$ cat src/hw/mhp_pkg.sv
package mhp_pkg;
	// Register map and field layout.
	localparam logic [7:0] MHP_MODE_ADDR  = 8'h00;
	localparam int         MHP_GBIT_POS   = 0;
	localparam logic [7:0] MHP_REG_RESET  = 8'h00;
	localparam int         MHP_REG_COUNT  = 16;
	// Timing of the serial-gigabit clock enables, in 125 MHz cycles.
	localparam int         MHP_CE_DIV_100 = 10;
	localparam int         MHP_CE_DIV_10  = 100;
	localparam int         MHP_SYNC_LEN   = 3;
	// Host handshake states.
	typedef enum logic {MHP_IDLE, MHP_ACK} mhp_state_type;
endpackage

$ cat src/hw/mhp_host_port.sv
`timescale 1ns/1ps
// Behaviour
// - Receive client outputs follow receive application clock.
// - Receive application clock comes from line receive.
// - Transmit clock: system at 1G, PHY otherwise.
// - Serial-gigabit option fixes both clocks at 125.
// - Management clock used only when module built.
// - Reset clears registers; outputs except clocks and byte advance strobes go inactive.
// - Gigabit indication mirrors mode bit zero.
// - Host bus timed by host clock only.
// - Strobes ignored while chip select high.
// - Eight-bit address picks the target register.
// - Write strobe stores data in addressed register.
// - Read strobe returns addressed register contents.
// - Ready on write only after data stored.
// - Ready on read only with valid data.
// - Output enable low while read data valid.
module mhp_host_port #(
	parameter int REG_COUNT = mhp_pkg::MHP_REG_COUNT,
	parameter bit SGMII_OPT = 1'b0,
	parameter bit HAS_MGMT  = 1'b0
) (
	// Host clock and reset.
	input  wire logic       clk,
	input  wire logic       rst_n,
	// Host register bus.
	input  wire logic       hcs_n,
	input  wire logic [7:0] haddr,
	input  wire logic [7:0] hdatain,
	input  wire logic       hwrite_n,
	input  wire logic       hread_n,
	output logic            hready_n,
	output logic [7:0]      hdataout,
	output logic            hdataout_en_n,
	// Clock sources and application clocks.
	input  wire logic       sys_clk,
	input  wire logic       phy_rx_clk,
	input  wire logic       phy_tx_clk,
	output logic            rxmac_clk,
	output logic            txmac_clk,
	// Serial-gigabit clock enables and byte advance strobes.
	input  wire logic       rx_clk_en,
	input  wire logic       tx_clk_en,
	output logic            rx_byte_adv,
	output logic            tx_byte_adv,
	// Management clock.
	input  wire logic       mdc,
	output logic            mdc_rise,
	// Mode indication.
	output logic            gbit_en
);
	import mhp_pkg::*;

	////////////////////////////////////////////////////////////////////////
	mhp_state_type  state;
	mhp_state_type  next_state;
	logic [7:0]     regs [REG_COUNT];
	logic [7:0]     next_regs [REG_COUNT];
	logic [7:0]     rdata;
	logic [7:0]     next_rdata;
	logic           oe_n;
	logic           next_oe_n;
	logic           sel_wr;
	logic           sel_rd;
	logic           in_range;
	logic [MHP_SYNC_LEN-1:0] mdc_sync;
	logic [MHP_SYNC_LEN-1:0] next_mdc_sync;

	// Addresses beyond the file read as zero and ignore writes.
	// address decode
	assign in_range = (32'(haddr) < REG_COUNT);
	assign sel_wr = !hcs_n && !hwrite_n;
	assign sel_rd = !hcs_n && !hread_n && hwrite_n;

	// Next state of the host handshake; write wins over read.
	always_comb begin
		next_state = state;
		next_rdata = rdata;
		next_oe_n  = oe_n;
		unique case (state)
			MHP_IDLE: begin
				if (sel_wr) begin
					next_state = MHP_ACK;
				end else if (sel_rd) begin
					next_rdata = in_range ? regs[haddr[3:0]] : 8'h00;
					next_oe_n  = 1'b0;
					next_state = MHP_ACK;
				end
			end
			MHP_ACK: begin
				// The access ends once the host drops its strobe or select.
				if (hcs_n || (hwrite_n && hread_n)) begin
					next_state = MHP_IDLE;
					next_oe_n  = 1'b1;
				end
			end
		endcase
	end

	// Host clock only; the application clocks never touch this state.
	// host clock timing
	always_ff @(posedge clk or negedge rst_n) begin
		if (!rst_n) begin
			state <= MHP_IDLE;
			rdata <= 8'h00;
			oe_n  <= 1'b1;
		end else begin
			state <= next_state;
			rdata <= next_rdata;
			oe_n  <= next_oe_n;
		end
	end

	// Register file; the write lands on the same edge that starts ACK.
	// store write data
	always_comb begin
		next_regs = regs;
		if (state == MHP_IDLE && sel_wr && in_range) begin
			next_regs[haddr[3:0]] = hdatain;
		end
	end

	// Register file flops; reset returns every byte to its reset value.
	always_ff @(posedge clk or negedge rst_n) begin
		if (!rst_n) begin
			for (int i = 0; i < REG_COUNT; i++) begin
				regs[i] <= MHP_REG_RESET;
			end
		end else begin
			regs <= next_regs;
		end
	end

	// Ready follows the stored write or the latched read data.
	// ready after write
	assign hready_n      = (state != MHP_ACK);
	assign hdataout      = rdata;
	assign hdataout_en_n = oe_n;

	assign gbit_en = regs[MHP_MODE_ADDR[3:0]][MHP_GBIT_POS];

	////////////////////////////////////////////////////////////////////////
	// Clock routing. This is a plain mux; a glitch-free switch is left to
	// the clock network, so change the mode only while the link is idle.
	// receive clock source
	assign rxmac_clk = SGMII_OPT ? sys_clk : phy_rx_clk;
	assign txmac_clk = (SGMII_OPT || gbit_en) ? sys_clk : phy_tx_clk;

	// Byte advance strobes for the datapaths; always on outside the option.
	// enable gated advance
	assign rx_byte_adv = SGMII_OPT ? rx_clk_en : 1'b1;
	assign tx_byte_adv = SGMII_OPT ? tx_clk_en : 1'b1;

	////////////////////////////////////////////////////////////////////////
	// Management clock sampled by three flops; only the last two are compared.
	always_comb begin
		next_mdc_sync = {mdc_sync[MHP_SYNC_LEN-2:0], mdc};
	end

	always_ff @(posedge clk or negedge rst_n) begin
		if (!rst_n) begin
			mdc_sync <= '0;
		end else begin
			mdc_sync <= next_mdc_sync;
		end
	end

	assign mdc_rise = HAS_MGMT && mdc_sync[1] && !mdc_sync[2];

	////////////////////////////////////////////////////////////////////////
	// Checks on the host port and the clocking front end.
	chk_write_mode: assert property (@(posedge clk) disable iff (!rst_n)
		(state == MHP_IDLE && sel_wr && haddr == MHP_MODE_ADDR)
		|=> (gbit_en == $past(hdatain[MHP_GBIT_POS])) && !hready_n)
		else $error("mode write not stored before ready");

	chk_gbit_hold: assert property (@(posedge clk) disable iff (!rst_n)
		!(state == MHP_IDLE && sel_wr && haddr == MHP_MODE_ADDR)
		|=> $stable(gbit_en))
		else $error("gigabit indication changed without a write");

	chk_cs_ignore: assert property (@(posedge clk) disable iff (!rst_n)
		(state == MHP_IDLE && hcs_n) |=> hready_n)
		else $error("ready asserted without chip select");

	chk_read_data: assert property (@(posedge clk) disable iff (!rst_n)
		(state == MHP_IDLE && sel_rd && haddr == MHP_MODE_ADDR)
		|=> !hready_n && hdataout == $past(regs[MHP_MODE_ADDR[3:0]]))
		else $error("read data not valid with ready");

	chk_oe_ready: assert property (@(posedge clk) disable iff (!rst_n)
		!hdataout_en_n |-> !hready_n && hwrite_n)
		else $error("output enable without read ready");

	chk_ready_held: assert property (@(posedge clk) disable iff (!rst_n)
		(!hready_n && !hcs_n && !hwrite_n) |=> !hready_n)
		else $error("ready dropped while write still held");

	chk_reset_idle: assert property (@(posedge clk)
		!rst_n |-> hready_n && hdataout_en_n && !mdc_rise)
		else $error("outputs active during reset");

	chk_byte_gate: assert property (@(posedge clk) disable iff (!rst_n)
		(SGMII_OPT && !rx_clk_en) |-> !rx_byte_adv)
		else $error("receive advanced without enable");

	chk_mdc_unused: assert property (@(posedge clk) disable iff (!rst_n)
		!HAS_MGMT |-> !mdc_rise)
		else $error("management clock used without module");

	chk_tx_gate: assert property (@(posedge clk) disable iff (!rst_n)
		(SGMII_OPT && !tx_clk_en) |-> !tx_byte_adv)
		else $error("transmit advanced without enable");

	chk_mdc_pulse: assert property (@(posedge clk) disable iff (!rst_n)
		mdc_rise |=> !mdc_rise)
		else $error("management edge pulse longer than one cycle");

	cov_write: cover property (@(posedge clk) disable iff (!rst_n)
		sel_wr ##1 !hready_n ##1 hready_n);
	cov_read: cover property (@(posedge clk) disable iff (!rst_n)
		sel_rd ##1 !hdataout_en_n);
	cov_gbit: cover property (@(posedge clk) disable iff (!rst_n)
		$rose(gbit_en));
	cov_byte_pulse: cover property (@(posedge clk) disable iff (!rst_n)
		SGMII_OPT && rx_byte_adv ##1 !rx_byte_adv);

endmodule // mhp_host_port

$ cat config.mk
export PLATFORM = sky130hd
export DESIGN_NAME = mhp_host_port
export DESIGN_NICKNAME = d
export VERILOG_FILES = /design/src/hw/mhp_pkg.sv /design/src/hw/mhp_host_port.sv
export SDC_FILE = /design/constraint.sdc
export NUM_CORES = 1
export LEC_CHECK = 0
export BUFFER_PORTS_ARGS = -buffer_cell sky130_fd_sc_hd__buf_2
export CAP_MARGIN = 0
export CORE_ASPECT_RATIO = 0.7
export CORE_MARGIN = 4
export CORE_UTILIZATION = 25
export CTS_CLUSTER_DIAMETER = 60
export DETAILED_ROUTE_END_ITERATION = 16
export HOLD_SLACK_MARGIN = 0.02
export MAX_ROUTING_LAYER = met4
export PLACE_DENSITY = 0.4
export RECOVER_POWER = 50
export SETUP_SLACK_MARGIN = 0.5
export SYNTH_ARGS = -nofsm -noshare
export SYNTH_HDL_FRONTEND = slang
export SYNTH_SLANG_ARGS = --single-unit
$ cat constraint.sdc
create_clock -name clk -period 1.99 [get_ports clk]
set_input_delay 0.398 -clock clk [delete_from_list [all_inputs] [get_ports clk]]
set_output_delay 0.398 -clock clk [all_outputs]
set_load 0.03 [all_outputs]
==> flow_metrics.tcl <==
set metrics [dict create \
    syn_area_per_cell_um2 15.6 \
    vias 3733 \
    finalSetupViolations 0 \
    dr.pass1.iters 4 \
    clk_path_buf_depth 2 \
    start_kind "register" \
    viasPerCell 4.57 \
    arrival_ns 2.18 \
    fin_crit_sh_pct 94.5 \
    yosysWarningCount 0 \
    grt_pass1_wl_mm 25.7 \
    cts.clk_slew.worst_paths_ns 0.06 \
    crit_path_top_delay_cell "dfrtp_1" \
    timing.slew.headroom_pct 47.4 \
    drt-total-wl_mm 16.7 \
    gp_congestion 0.782 \
    cts_made_buffers 17 \
    grt.overflow.total 0 \
    post-route-drc-count 0 \
    crit_fanout 8 \
    min_period_ns 1.88 \
    power_density_nw_per_um2 811 \
    crit_type "register to register" \
    cp-end-kind "register" \
    timing.hold.ws_ns 0.178 \
    peakVddDrop_uv 574 \
    max_freq_mhz 532 \
    clock_skew_ns 0.0116 \
    core_um2 24600 \
    drt_iter0_drc 214 \
    ant_nets 0 \
    start_util_pct 25.4 \
    cp.required_ns 2.29 \
    maxCapViolCount 0 \
    synthTopCellsByArea "dfrtp_1, mux2_2, mux4_2" \
    grt_pass1_vias 3966 \
    synth_top_area_share_pct 54.8 \
    timing.final.ws_setup_ns 0.110 \
    grt_start_max_net_pins 50 \
    yosysTopAreaCell "dfrtp_1" \
    drv_slew 0 \
    synth_cell_type_count 26 \
    power.leakage_nw 3.91 \
    design.die.area_um2 27600 \
    status "finished clean" \
    syn_inst 402 \
    grt_util_met2_pct 18.3 \
    drive_gt1_share_pct 60.2 \
    pre_cts_slack_ns -0.210 \
    crit_family "simple AND/OR/NAND/NOR gates" \
    grt_usage_pct 13.0 \
    worst_pin_slew_ns 0.790 \
    die_w_um 197 \
    use_met1_pct 18.9 \
    cts_root_buf "clkbuf_16" \
    cts.sinks 138 \
    syn_area_um2 6250 \
    crit_buf_inv 2 \
    cts_tree "yes" \
    nets 504 \
    ys_seq_area_share_pct 55.3 \
    met3_usage_pct 3.15 \
    io_buffers 34 \
    top_usage_layer "met1" \
    min_path_type "input pin to register" \
    antenna_found_initial 0 \
    boundaryPins 43 \
    final_util_pct 32.4 \
    crit_chain "or3_4 -> nor4b_4 -> buf_6 -> nand3_4 -> buf_12 -> mux2_2" \
    ys_ff_latch 138 \
    cpPeakStageDelay_ns 0.39 \
    worstSkewPairLatency_ns 0.42 \
    rsz0062_at_grt "true" \
    cts_max_level 4 \
    hold_viol_final 0 \
    wl_per_cell_um 20.5 \
    die_y_um 140 \
    syn_to_final_growth_pct 27.5 \
    hpwlAfterDp_mm 11.7 \
    rows 48 \
]
-- flip-flops by register name, summed over array words and instances (netlist names) --
register       count
regs             127
state              1
hdataout           8
hdataout_en_n      1
gbit_en            1
-- cell usage after synthesis --
cell,number
or4b_2,1
nor3_2,1
nor4_4,2
nor2b_1,2
or4_4,1
nor4b_4,1
mux4_2,32
buf_1,1
inv_1,2
a22o_1,8
nand2_1,13
nand3_2,3
buf_2,4
buf_4,4
mux2_2,129
conb_1,2
dfstp_2,1
nand2_2,9
nor2_1,2
o21ai_0,1
or3_1,1
clkbuf_1,19
dfrtp_1,137
nand3_1,17
a22oi_1,8
a21oi_1,1
-- kinds of logic after synthesis --
kind of cell / Yosys count / share of synthesized area, %
other: 2 / 0.120
AO/OA/AOI/OAI: 18 / 2.24
flip-flops: 138 / 55.3
AND/OR/NAND/NOR: 53 / 5.50
multiplexers: 161 / 34.8
buffers and inverters: 30 / 2.12
-- what timing repair did --
action | 4_1_cts | 5_1_grt
hold endpoints to repair | 45 | 0
gates resized for setup | 26 | 20
setup endpoints to repair | 138 | 142
buffers inserted | 1 | 2
hold buffers | 1 | 0
pin swaps | 3 | 2
-- report_power, final --
part,leakage [nW],internal [W],switching [W]
Sequential,1.92,0.00286,0.0000258
Combinational,1.72,0.000169,0.000253
Clock,0.279,0.00188,0.00128
-- worst register-to-register path: cells and delay by family, from the launching register on --
family                 cells  cell delay, ns
flip-flops                 1            0.39
AND/OR/NAND/NOR            3            0.76
buffers and inverters      2            0.34
multiplexers               1            0.27
-- metal layers --
layer  vias up  part of all wire [%]  wire (um)
met2        43                    45       7460
met3        10                   3.1        522
met4         0                  0.65        108
li1       1664                     -          -
met1      2016                    52       8650
met5         -                     0          0
-- placed cells by master, fill, tap and decap left out, drive strengths merged, types with 3 or more instances in the layout --
cell,n
a22o,8
a22oi,8
buf,75
clkbuf,25
clkinv,5
clkinvlp,4
conb,3
dfrtp,137
inv,5
mux2,129
mux4,32
nand2,22
nand3,20
-- stage by stage --
| step | setup TNS [ns] | power, W | instances | area (um^2) |
|---|---|---|---|---|
| final | 0 | 0.00647 | 816 | 7970 |
| after global routing | 0 | 0.00673 | 815 | 7970 |
| after CTS | 0 | 0.00657 | 813 | 7910 |
| after detailed placement | -22.72 | 0.00336 | 779 | 7200 |
| after global placement | -23.65 | 0.00335 | 779 | 7200 |
| after floorplan | -0.0557 | 0.00314 | 403 | 6290 |
-- final timing paths --
check | endpoint | from | depth (start not counted) | slack, ns
max | regs[65] | state | 6 | 0.11
min | state | hcs_n | 2 | 0.18
max reg2reg | regs[65] | state | 6 | 0.11
min reg2reg | hdataout_en_n | hdataout_en_n | 2 | 0.49
max in group asynchronous | regs[18] | rst_n | 3 | 0.37
min in group asynchronous | regs[122] | rst_n | 2 | 0.48
-- area by class of cell --
cell class,count,area [um^2]
clock buffers,18,439
inverters,2,7.51
clock inverters,14,145
multi-input cells,235,2790
flip-flops and latches,138,3450
repair buffers,83,731
well taps,325,407
diodes,1,2.50
fillers,2433,16700
No activity file was read; power rests on OpenSTA's default activity.
